**config.mk**
```make
export PLATFORM = sky130hd
export DESIGN_NAME = adcr_top
export DESIGN_NICKNAME = d
export VERILOG_FILES = /design/src/core/adcr_pkg.sv /design/src/core/adcr_top.sv
export VERILOG_INCLUDE_DIRS = /design/src /design/src/core
export SDC_FILE = /design/constraint.sdc
export NUM_CORES = 1
export LEC_CHECK = 0
export BUFFER_PORTS_ARGS = -buffer_cell sky130_fd_sc_hd__clkbuf_2
export CAP_MARGIN = 25
export CORE_AREA = 10 10 102 195
export CTS_CLUSTER_SIZE = 20
export DETAILED_ROUTE_END_ITERATION = 12
export DIE_AREA = 0 0 112 205
export GPL_TIMING_DRIVEN = 1
export MAX_ROUTING_LAYER = met4
export PLACE_DENSITY = 0.59
export SYNTH_ARGS = -nofsm -noshare
export SYNTH_HDL_FRONTEND = slang
export SYNTH_SLANG_ARGS = --single-unit
```
**constraint.sdc**
```tcl
create_clock -name i_clk_sys -period 2.4 [get_ports i_clk_sys]
set_input_delay 0.36 -clock i_clk_sys [delete_from_list [all_inputs] [get_ports i_clk_sys]]
set_output_delay 0.36 -clock i_clk_sys [all_outputs]
set_load 0.1 [all_outputs]
```
**src/core/adcr_cfg.svh**
```systemverilog
// Timing and layout constants of the conversion read-out block.
`ifndef ADCR_CFG_SVH
`define ADCR_CFG_SVH
`define ADCR_CLK_HZ 20000000
`define ADCR_CLK_NS (1000000000 / `ADCR_CLK_HZ)
// Longest time to cycles: round down, never below one cycle.
`define ADCR_DN(ns) ((((ns) / `ADCR_CLK_NS) < 1) ? 1 : \
  ((ns) / `ADCR_CLK_NS))
// Least time to cycles: round up, never below one cycle.
`define ADCR_UP(ns) (((((ns) + `ADCR_CLK_NS - 1) / `ADCR_CLK_NS) < 1) ? \
  1 : (((ns) + `ADCR_CLK_NS - 1) / `ADCR_CLK_NS))
`define ADCR_WORD_BITS 16
`define ADCR_FIFO_DEPTH 4
`define ADCR_BUSY_RISE_NS 35
`define ADCR_BUSY_RISE_CYC `ADCR_DN(`ADCR_BUSY_RISE_NS)
`define ADCR_BUSY_F_NS 950
`define ADCR_BUSY_N_NS 1250
`define ADCR_BUSY_L_NS 1450
`define ADCR_BUSY_F_CYC `ADCR_DN(`ADCR_BUSY_F_NS)
`define ADCR_BUSY_N_CYC `ADCR_DN(`ADCR_BUSY_N_NS)
`define ADCR_BUSY_L_CYC `ADCR_DN(`ADCR_BUSY_L_NS)
`define ADCR_DATA_F_NS 910
`define ADCR_DATA_N_NS 1160
`define ADCR_DATA_L_NS 1410
`define ADCR_DATA_F_CYC `ADCR_DN(`ADCR_DATA_F_NS)
`define ADCR_DATA_N_CYC `ADCR_DN(`ADCR_DATA_N_NS)
`define ADCR_DATA_L_CYC `ADCR_DN(`ADCR_DATA_L_NS)
`define ADCR_SYNC_F_NS 65
`define ADCR_SYNC_N_NS 315
`define ADCR_SYNC_L_NS 560
`define ADCR_SYNC_F_CYC `ADCR_DN(`ADCR_SYNC_F_NS)
`define ADCR_SYNC_N_CYC `ADCR_DN(`ADCR_SYNC_N_NS)
`define ADCR_SYNC_L_CYC `ADCR_DN(`ADCR_SYNC_L_NS)
`define ADCR_SCLK_HI0_NS 15
`define ADCR_SCLK_HI1_NS 30
`define ADCR_SCLK_HI2_NS 60
`define ADCR_SCLK_HI3_NS 120
`define ADCR_HALF0_CYC `ADCR_UP(`ADCR_SCLK_HI0_NS)
`define ADCR_HALF1_CYC `ADCR_UP(`ADCR_SCLK_HI1_NS)
`define ADCR_HALF2_CYC `ADCR_UP(`ADCR_SCLK_HI2_NS)
`define ADCR_HALF3_CYC `ADCR_UP(`ADCR_SCLK_HI3_NS)
`endif

```
**src/core/adcr_pkg.sv**
```systemverilog
// Types shared by the conversion read-out block.
package adcr_pkg;
  typedef logic [7:0] adcr_cnt_t;
  typedef enum logic [1:0] {
    CM_FAST   = 2'h0,
    CM_NORMAL = 2'h1,
    CM_LOWPWR = 2'h2
  } adcr_conv_e;
  typedef enum logic [1:0] {
    RM_PARALLEL   = 2'h0,
    RM_MST_DURING = 2'h1,
    RM_MST_AFTER  = 2'h2,
    RM_SLAVE      = 2'h3
  } adcr_read_e;
  typedef enum logic [1:0] {
    ST_IDLE = 2'h0,
    ST_CONV = 2'h1,
    ST_FIN  = 2'h2,
    ST_XFER = 2'h3
  } adcr_state_e;
  typedef struct packed {
    adcr_conv_e conv_mode;
    adcr_read_e read_mode;
    logic [1:0] serial_clock_divider;
  } adcr_cfg_s;
  typedef struct packed {
    logic serial_result_clock;
    logic serial_result_clock_oe;
    logic frame_marker;
    logic frame_marker_oe;
    logic serial_result_out;
    logic serial_result_out_oe;
  } adcr_ser_s;
endpackage : adcr_pkg

```
**src/core/adcr_top.sv**
```systemverilog
// Result FIFO and conversion sequencer with parallel and serial read-out.
`timescale 1ns/1ns
`include "adcr_cfg.svh"

module adcr_fifo #(
  parameter int WIDTH = `ADCR_WORD_BITS,
  parameter int DEPTH = `ADCR_FIFO_DEPTH
) (
  input  wire logic             i_clk,
  input  wire logic             i_rst_n,
  input  wire logic             i_en,
  input  wire logic             i_in_valid,
  input  wire logic [WIDTH-1:0] i_in_data,
  output logic                  o_in_ready,
  output logic                  o_out_valid,
  output logic      [WIDTH-1:0] o_out_data,
  input  wire logic             i_out_ready
);
  localparam int AW = (DEPTH < 2) ? 1 : $clog2(DEPTH);
  generate
    if (DEPTH < 2 || (1 << AW) != DEPTH) begin : g_bad_depth
      $error("adcr_fifo: DEPTH must be a power of two, at least 2");
    end
  endgenerate

  logic [WIDTH-1:0] mem_reg [DEPTH];
  logic [AW-1:0]    wr_ptr_reg;
  logic [AW-1:0]    rd_ptr_reg;
  logic [AW:0]      cnt_reg;
  logic             wr;
  logic             rd;

  assign o_in_ready  = cnt_reg != (AW+1)'(DEPTH);
  assign o_out_valid = cnt_reg != '0;
  assign o_out_data  = mem_reg[rd_ptr_reg];
  assign wr          = i_in_valid && o_in_ready;
  assign rd          = o_out_valid && i_out_ready;

  always_ff @(posedge i_clk) begin
    if (i_en && wr) begin
      mem_reg[wr_ptr_reg] <= i_in_data;
    end
  end

  always_ff @(posedge i_clk or negedge i_rst_n) begin
    if (!i_rst_n) begin
      wr_ptr_reg <= '0;
      rd_ptr_reg <= '0;
      cnt_reg    <= '0;
    end else if (i_en) begin
      if (wr) begin
        wr_ptr_reg <= wr_ptr_reg + AW'(1);
      end
      if (rd) begin
        rd_ptr_reg <= rd_ptr_reg + AW'(1);
      end
      if (wr && !rd) begin
        cnt_reg <= cnt_reg + (AW+1)'(1);
      end else if (rd && !wr) begin
        cnt_reg <= cnt_reg - (AW+1)'(1);
      end
    end
  end
endmodule : adcr_fifo

// Functional notes
// RL1: Host spaces convert strobes by mode minimum.
// RL2: Fastest mode needs next conversion within 1 ms.
// RL3: Busy rises promptly after convert strobe falls.
// RL4: Busy and conversion bounded per mode.
// RL5: Busy falls after conversion completes, not before.
// RL6: Parallel data valid by per-mode deadline.
// RL7: Parallel data valid before busy falls.
// RL8: During-convert frame starts at per-mode delay.
// RL9: After-convert frame starts after conversion ends.
// RL10: After-convert busy falls just after frame ends.
// RL11: Divider code sets serial clock period.
// RL12: After-convert busy width grows with divider.
// RL13: Gap between frame start and first edge.
// RL14: Frame marker held after last clock edge.
// RL15: Chip select low starts serial clock drive.
// RL16: Chip select high releases serial outputs.
// RL17: Result readable right after its own conversion; in during-convert mode it goes out at the next conversion's launch point.
// RL18: Each result is one sixteen-bit word.
// RL19: Sixteen bits shifted per frame, one per clock.
// RL20: Host strobe and reset pulses at least 10 ns.
module adcr_top
  import adcr_pkg::*;
#(
  parameter int DATA_W     = `ADCR_WORD_BITS,
  parameter int FIFO_DEPTH = `ADCR_FIFO_DEPTH
) (
  input  wire logic              i_clk_sys,
  input  wire logic              i_rst_b,
  input  wire logic              i_clk_en,
  input  wire adcr_cfg_s         i_cfg,
  input  wire logic              i_convert_strobe_n,
  input  wire logic              i_chip_select_n,
  input  wire logic              i_ext_serial_clock,
  input  wire logic [DATA_W-1:0] i_result,
  output logic                   o_busy,
  output logic                   o_fifo_full,
  output logic      [DATA_W-1:0] o_data,
  output logic                   o_data_oe,
  output adcr_ser_s              o_ser
);
  generate
    if (DATA_W < 2 || DATA_W > 32) begin : g_bad_width
      $error("adcr_top: DATA_W must lie between 2 and 32");
    end
  endgenerate

  function automatic adcr_cnt_t busy_max(adcr_conv_e m);
    case (m)
      CM_FAST:   busy_max = adcr_cnt_t'(`ADCR_BUSY_F_CYC);
      CM_NORMAL: busy_max = adcr_cnt_t'(`ADCR_BUSY_N_CYC);
      default:   busy_max = adcr_cnt_t'(`ADCR_BUSY_L_CYC);
    endcase
  endfunction : busy_max

  function automatic adcr_cnt_t data_max(adcr_conv_e m);
    case (m)
      CM_FAST:   data_max = adcr_cnt_t'(`ADCR_DATA_F_CYC);
      CM_NORMAL: data_max = adcr_cnt_t'(`ADCR_DATA_N_CYC);
      default:   data_max = adcr_cnt_t'(`ADCR_DATA_L_CYC);
    endcase
  endfunction : data_max

  function automatic adcr_cnt_t sync_at(adcr_conv_e m);
    case (m)
      CM_FAST:   sync_at = adcr_cnt_t'(`ADCR_SYNC_F_CYC);
      CM_NORMAL: sync_at = adcr_cnt_t'(`ADCR_SYNC_N_CYC);
      default:   sync_at = adcr_cnt_t'(`ADCR_SYNC_L_CYC);
    endcase
  endfunction : sync_at

  function automatic adcr_cnt_t half_of(logic [1:0] d);
    case (d)
      2'h0:    half_of = adcr_cnt_t'(`ADCR_HALF0_CYC);
      2'h1:    half_of = adcr_cnt_t'(`ADCR_HALF1_CYC);
      2'h2:    half_of = adcr_cnt_t'(`ADCR_HALF2_CYC);
      default: half_of = adcr_cnt_t'(`ADCR_HALF3_CYC);
    endcase
  endfunction : half_of

  logic              rst_s1_reg;
  logic              rst_q;
  logic [2:0]        pin_s1_reg;
  logic [2:0]        pin_s2_reg;
  logic [2:0]        pin_s3_reg;
  adcr_state_e       st_reg;
  adcr_cnt_t         cnt_reg;
  adcr_conv_e        mode_reg;
  logic              busy_reg;
  logic [DATA_W-1:0] data_reg;
  logic              load_q;
  logic [DATA_W-1:0] sh_reg;
  logic              sh_active_reg;
  logic              sh_master_reg;
  logic              tail_reg;
  logic [5:0]        bit_cnt_reg;
  adcr_cnt_t         hc_reg;
  logic              sclk_reg;
  logic              sync_reg;
  logic              sync_d_reg;
  logic              sclk_oe_reg;
  logic              sync_oe_reg;
  logic              sdo_oe_reg;
  logic              data_oe_reg;
  logic              en;
  logic              start_edge;
  logic              cs_act;
  logic              ext_fall;
  logic              par;
  logic              master;
  logic              after;
  logic              start_ok;
  logic              push;
  logic              launch_ok;
  logic              drain_ready;
  logic              pop;
  logic              f_in_ready;
  logic              f_out_valid;
  logic [DATA_W-1:0] f_out_data;
  adcr_cnt_t         half;

  assign en = i_clk_en;

  // Reset is applied at once but released only on a clock edge.
  always_ff @(posedge i_clk_sys or negedge i_rst_b) begin
    if (!i_rst_b) begin
      rst_s1_reg <= 1'b0;
      rst_q      <= 1'b0;
    end else if (en) begin
      rst_s1_reg <= 1'b1;
      rst_q      <= rst_s1_reg;
    end
  end

  // Pins: [0] convert strobe, [1] chip select, [2] external clock.
  always_ff @(posedge i_clk_sys or negedge rst_q) begin
    if (!rst_q) begin
      pin_s1_reg <= 3'h3;
      pin_s2_reg <= 3'h3;
      pin_s3_reg <= 3'h3;
    end else if (en) begin
      pin_s1_reg <= {i_ext_serial_clock, i_chip_select_n,
                     i_convert_strobe_n};
      pin_s2_reg <= pin_s1_reg;
      pin_s3_reg <= pin_s2_reg;
    end
  end

  assign start_edge = !pin_s2_reg[0] && pin_s3_reg[0];
  assign cs_act     = !pin_s2_reg[1];
  assign ext_fall   = !pin_s2_reg[2] && pin_s3_reg[2];
  assign par        = i_cfg.read_mode == RM_PARALLEL;
  assign after      = i_cfg.read_mode == RM_MST_AFTER;
  assign master     = after || i_cfg.read_mode == RM_MST_DURING;
  assign half       = half_of(i_cfg.serial_clock_divider);

  // Strobes while busy or with a full FIFO are ignored.  // see RL1
  assign start_ok = start_edge && st_reg == ST_IDLE && f_in_ready;
  assign push     = st_reg == ST_CONV && cnt_reg == '0;

  // Conversion: the count starts two short so data lands on the data deadline.
  always_ff @(posedge i_clk_sys or negedge rst_q) begin
    if (!rst_q) begin
      st_reg   <= ST_IDLE;
      cnt_reg  <= '0;
      busy_reg <= 1'b0;
      mode_reg <= CM_FAST;
    end else if (en) begin
      case (st_reg)
        ST_IDLE: begin
          if (start_ok) begin
            st_reg   <= ST_CONV;
            busy_reg <= 1'b1; // see RL3
            mode_reg <= i_cfg.conv_mode;
            cnt_reg  <= data_max(i_cfg.conv_mode) - 8'h02; // see RL6
          end
        end
        ST_CONV: begin
          if (cnt_reg == '0) begin
            st_reg  <= ST_FIN;
            cnt_reg <= 8'h01; // see RL5
          end else begin
            cnt_reg <= cnt_reg - 8'h01; // see RL4
          end
        end
        ST_FIN: begin
          if (after) begin
            st_reg <= ST_XFER; // see RL12
          end else if (cnt_reg == '0) begin
            busy_reg <= 1'b0; // see RL7
            st_reg   <= ST_IDLE;
          end else begin
            cnt_reg <= cnt_reg - 8'h01;
          end
        end
        ST_XFER: begin
          // Without chip select no frame can end the conversion.
          if ((sync_d_reg && !sync_reg) || !cs_act) begin
            busy_reg <= 1'b0; // see RL10
            st_reg   <= ST_IDLE;
          end
        end
        default: st_reg <= ST_IDLE;
      endcase
    end
  end

  // The FIFO lets serial frames lag behind conversions.
  adcr_fifo #(
    .WIDTH (DATA_W),
    .DEPTH (FIFO_DEPTH)
  ) u_fifo (
    .i_clk       (i_clk_sys),
    .i_rst_n     (rst_q),
    .i_en        (en),
    .i_in_valid  (push), // see RL17
    .i_in_data   (i_result),
    .o_in_ready  (f_in_ready),
    .o_out_valid (f_out_valid),
    .o_out_data  (f_out_data),
    .i_out_ready (drain_ready)
  );

  assign launch_ok = (i_cfg.read_mode == RM_SLAVE) || after ||
    (st_reg == ST_CONV && cnt_reg ==
     data_max(mode_reg) - 8'h01 - sync_at(mode_reg)); // see RL8
  assign drain_ready = par || (!sh_active_reg && cs_act && launch_ok);
  assign pop = f_out_valid && drain_ready; // see RL9

  always_ff @(posedge i_clk_sys or negedge rst_q) begin
    if (!rst_q) begin
      data_reg <= '0;
      load_q   <= 1'b0;
    end else if (en) begin
      load_q <= pop && par;
      if (pop && par) begin
        data_reg <= f_out_data; // see RL18
      end
    end
  end

  // Serial shifter, master (own clock) or slave (external clock).
  always_ff @(posedge i_clk_sys or negedge rst_q) begin
    if (!rst_q) begin
      sh_reg        <= '0;
      sh_active_reg <= 1'b0;
      sh_master_reg <= 1'b0;
      tail_reg      <= 1'b0;
      bit_cnt_reg   <= '0;
      hc_reg        <= '0;
      sclk_reg      <= 1'b0;
      sync_reg      <= 1'b0;
    end else if (en) begin
      if (pop && !par) begin
        sh_reg        <= f_out_data;
        sh_active_reg <= 1'b1;
        sh_master_reg <= master;
        sync_reg      <= master;
        tail_reg      <= 1'b0;
        bit_cnt_reg   <= '0;
        sclk_reg      <= 1'b0;
        hc_reg        <= half; // see RL13
      end else if (sh_active_reg && !cs_act) begin
        sh_active_reg <= 1'b0;
        sync_reg      <= 1'b0;
        sclk_reg      <= 1'b0;
      end else if (sh_active_reg && sh_master_reg) begin
        if (hc_reg != '0) begin
          hc_reg <= hc_reg - 8'h01;
        end else begin
          hc_reg <= half - 8'h01; // see RL11
          if (tail_reg) begin
            sync_reg      <= 1'b0; // see RL14
            sclk_reg      <= 1'b0;
            sh_active_reg <= 1'b0;
          end else if (!sclk_reg) begin
            sclk_reg <= 1'b1;
            if (bit_cnt_reg == 6'(DATA_W - 1)) begin
              tail_reg <= 1'b1; // see RL19
            end
          end else begin
            sclk_reg    <= 1'b0;
            sh_reg      <= sh_reg << 1;
            bit_cnt_reg <= bit_cnt_reg + 6'h01;
          end
        end
      end else if (sh_active_reg && ext_fall) begin
        sh_reg      <= sh_reg << 1;
        bit_cnt_reg <= bit_cnt_reg + 6'h01;
        if (bit_cnt_reg == 6'(DATA_W - 1)) begin
          sh_active_reg <= 1'b0; // see RL19
        end
      end
    end
  end

  always_ff @(posedge i_clk_sys or negedge rst_q) begin
    if (!rst_q) begin
      sync_d_reg  <= 1'b0;
      sclk_oe_reg <= 1'b0;
      sync_oe_reg <= 1'b0;
      sdo_oe_reg  <= 1'b0;
      data_oe_reg <= 1'b0;
    end else if (en) begin
      sync_d_reg  <= sync_reg;
      sclk_oe_reg <= cs_act && master; // see RL15
      sync_oe_reg <= cs_act && master; // see RL16
      sdo_oe_reg  <= cs_act && !par; // see RL16
      data_oe_reg <= cs_act && par;
    end
  end

  assign o_busy      = busy_reg;
  assign o_fifo_full = !f_in_ready;
  assign o_data      = data_reg;
  assign o_data_oe   = data_oe_reg;
  assign o_ser = '{serial_result_clock:    sclk_reg,
                   serial_result_clock_oe: sclk_oe_reg,
                   frame_marker:           sync_reg,
                   frame_marker_oe:        sync_oe_reg,
                   serial_result_out:      sh_reg[DATA_W-1],
                   serial_result_out_oe:   sdo_oe_reg};

  // Helper counters read only by the checks below.
  adcr_cnt_t busy_cnt;
  logic [5:0] rise_cnt;
  logic       sclk_q;
  always_ff @(posedge i_clk_sys or negedge rst_q) begin
    if (!rst_q) begin
      busy_cnt <= '0;
      rise_cnt <= '0;
      sclk_q   <= 1'b0;
    end else if (en) begin
      busy_cnt <= busy_reg ? busy_cnt + 8'h01 : 8'h00;
      sclk_q   <= sclk_reg;
      if (pop && !par) begin
        rise_cnt <= '0;
      end else if (sclk_reg && !sclk_q) begin
        rise_cnt <= rise_cnt + 6'h01;
      end
    end
  end
endmodule : adcr_top
```
==> impl_metrics.tcl <==
set metrics [dict create \
    rsz0062_at_grt "yes" \
    ir_drop_mv 1.27 \
    drv_cap 0 \
    cp.required_ns 2.71 \
    cp_slowest_cell "or4_4" \
    grt_pass1_vias 4560 \
    wire_per_inst_um 18.9 \
    cp_cell_sequence "or4_4 > o41ai_4 > a21o_1 > nand2b_1 > ha_2 > inv_2 > fa_2 > mux2_4" \
    clock_skew_ns 0.0116 \
    layout.cells.non_filler 791 \
    swShare 0.415 \
    cts_buffers 17 \
    path_class "reg -> reg" \
    dieArea_um2 23000 \
    synth.net_count 518 \
    layout_setup_ws_ns -0.202 \
    ys_async_sr_fraction 0.565 \
    ys_seq_area_frac 0.609 \
    p_leak_nw 3.19 \
    clkPwrFrac 0.241 \
    rrSetupSlack_ns -0.20 \
    core-area_um2 16700 \
    slew_headroom 0.546 \
    io_pins 53 \
    final_area_um2 8250 \
    hp-class "in -> reg" \
    ys_ff_latch 147 \
    synthFlopType "dfrtp_1" \
    final_nets 616 \
    cp_top_family "simple AND/OR/NAND/NOR gates" \
    cp.depth 8 \
    hpwl_mm 10.3 \
    slowest_delay_ns 0.57 \
    worst_setup_path_start_kind "register" \
    power_mw 11.3 \
    clk_pin_slew_ns 0.07 \
    power_density_nw_per_um2 1370 \
    status "finished, violations left" \
    cp.arrival_ns 2.91 \
    grt_pass1_wl_mm 23.8 \
    cts_sinks 147 \
    finalCritPeriodShare 1.08 \
    dr.pass1.iters 4 \
    worst_r2r_endpoint "u_fifo.cnt_reg[1]" \
    p_comb_frac 0.432 \
    grt_antenna_before_repair 0 \
    cts_tree "done" \
    synth_top_area_frac 0.297 \
    grt_max_degree 41 \
    internal_power_mw 6.62 \
    grt_usage 0.133 \
    worstMarginPinSlew_ns 0.677 \
    synth-edff-count 64 \
    place_inst 750 \
    critPathLaunch "cnt_reg[3]" \
    rows 67 \
    cts-root-buf "clkbuf_16" \
    setup_viol 2 \
    io_buffers 52 \
    synth_cell_types 67 \
    syn2layout_area_growth_pct 25.5 \
    synth_area_um2 6580 \
    slew_violations 0 \
    largest_reg_flops 64 \
    fp.dieH_um 205 \
    worstRegToRegCells 8 \
    die_w_um 112 \
    pwr-share-seq 0.327 \
    drive_gt1_frac 0.394 \
    clock_path_buffers 2 \
    switchingPower_mw 4.70 \
    ys_warn_count 0 \
    via_per_inst 5.42 \
    grt_overflow 0 \
    violations "negative setup slack" \
    htreeDepth 4 \
    worst-path-buf-inv 1 \
    max_freq_mhz 384 \
    worst-path-max-fanout 2 \
    netlist.top_cell.by_area "dfrtp_1" \
    initial_core_util 0.394 \
    reg2reg_from "cnt_reg[3]" \
    period_minus_slack_ns 2.60 \
    avgSynthCellArea_um2 13.9 \
    hold_violations 0 \
    setup_tns_ns -0.269 \
    endpoint "u_fifo.cnt_reg[1]" \
    clk_latency_ns 0.42 \
    final.fill_count 1431 \
    drt_iter0_drc 173 \
    hold_ws_ns 0.155 \
    syn_inst 473 \
    dpl_cell_area_um2 7360 \
    route.vias.total 4291 \
    routed_wl_mm 15.0 \
    critPathCaptureType "register" \
    place_congestion 0.833 \
    num_antenna_cells 0 \
    synth.area.top_cells "dfrtp_1 30%, edfxtp_1 29%, mux4_2 5.5%" \
    remaining_drc_errors 0 \
    ant_nets 0 \
]
## final cells by class
cell class                      instances  area (µm²)  area share
Inverter                               22        82.6      0.0100
Tap cell                              207         259      0.0314
Multi-Input combinational cell        282        2600       0.315
Timing Repair Buffer                  101         702      0.0850
Clock inverter                         14         176      0.0214
Sequential cell                       147        4010       0.486
Clock buffer                           18         429      0.0520
## routing by layer
metal | up-vias | track usage | part of all wire
li1 | 2003 | - | -
met1 | 2197 | 0.140 | 0.39
met2 | 71 | 0.239 | 0.57
met3 | 20 | 0.0258 | 0.021
met4 | 0 | 0.0546 | 0.018
met5 | - | - | 0
## worst reg2reg max path, stage by stage (launching register included)
cell	delay, ns
dfrtp_1	0.39
or4_4	0.58
o41ai_4	0.34
a21o_1	0.19
nand2b_1	0.06
ha_2	0.19
inv_2	0.06
fa_2	0.41
mux2_4	0.27
## how the worst min path moves through the flow
| stage | start | slack, ns | depth (start not counted) | to |
|---|---|---|---|---|
| 2_1_floorplan | i_rst_b | 0.06 | 0 | rst_q |
| 3_3_place_gp | i_rst_b | 0.14 | 1 | rst_s1_reg |
| 3_5_place_dp | i_rst_b | 0.15 | 1 | rst_s1_reg |
| 4_1_cts | i_result[4] | 0.14 | 1 | u_fifo.mem_reg[3][4] |
| 5_1_grt | i_result[9] | 0.14 | 1 | u_fifo.mem_reg[2][9] |
| 6_report | i_result[10] | 0.16 | 1 | u_fifo.mem_reg[0][10] |
## through the flow
step                      worst slack, ns   util
after floorplan                    -0.410      -
after global placement             -0.235  0.441
after detailed placement           -0.282  0.441
after CTS                          -0.190  0.480
after global routing               -0.298  0.495
final                              -0.202  0.495
## cell usage in the layout (no fill, tap or decap), drive strengths merged, types with 5 or more instances in the layout
master   instances
dfrtp           78
clkbuf          71
edfxtp          64
buf             47
mux2            26
inv             26
nand2           24
nor2            22
o22ai           18
mux4            16
ha              16
a2bb2oi         15
o21ai           14
o31ai           12
a21oi           11
nor3            11
xnor2            8
nand3            6
or4              6
or3              5
dfstp            5
nor4             5
## kinds of logic (layout without fill, tap and decap cells)
group                      Yosys count  in the layout  synth area share
AOI/OAI and AO/OA                   99             99             0.111
xor gates and xnor gates            11             11            0.0146
adders and majority gates           17             17            0.0335
buffers and inverters               47            155            0.0327
DFF                                147            147             0.609
muxes                               43             43             0.101
and+or+nand+nor                    109            112            0.0983
## power groups by stage
stage | clock network (mW) | registers (mW) | logic [mW]
floorplan | 0 | 4.73 | 2.47
global placement | 0 | 3.68 | 4.53
detailed placement | 0 | 3.71 | 4.60
CTS | 2.80 | 3.67 | 4.66
global route | 2.88 | 3.78 | 5.22
finish | 2.73 | 3.70 | 4.89
## cell usage after synthesis, drive strengths merged, types with 5 or more instances
cell type / n
nor4: 5
mux2: 26
dfstp: 5
inv: 21
nand2: 22
o22ai: 18
nor2: 22
dfrtp: 78
or4: 6
o31ai: 12
a2bb2oi: 15
nor3: 11
nand3: 5
o21ai: 14
a21oi: 11
edfxtp: 64
mux4: 16
buf: 16
ha: 16
or3: 5
xnor2: 8
clkbuf: 9
## what timing repair did
action,CTS,global route
gates cloned,0,4
setup endpoints to repair,2,98
setup buffers,2,4
hold endpoints to repair,2,0
hold buffers,1,0
resized for setup,5,32
pin swaps,3,9
Power figures use the tool's default switching activity.
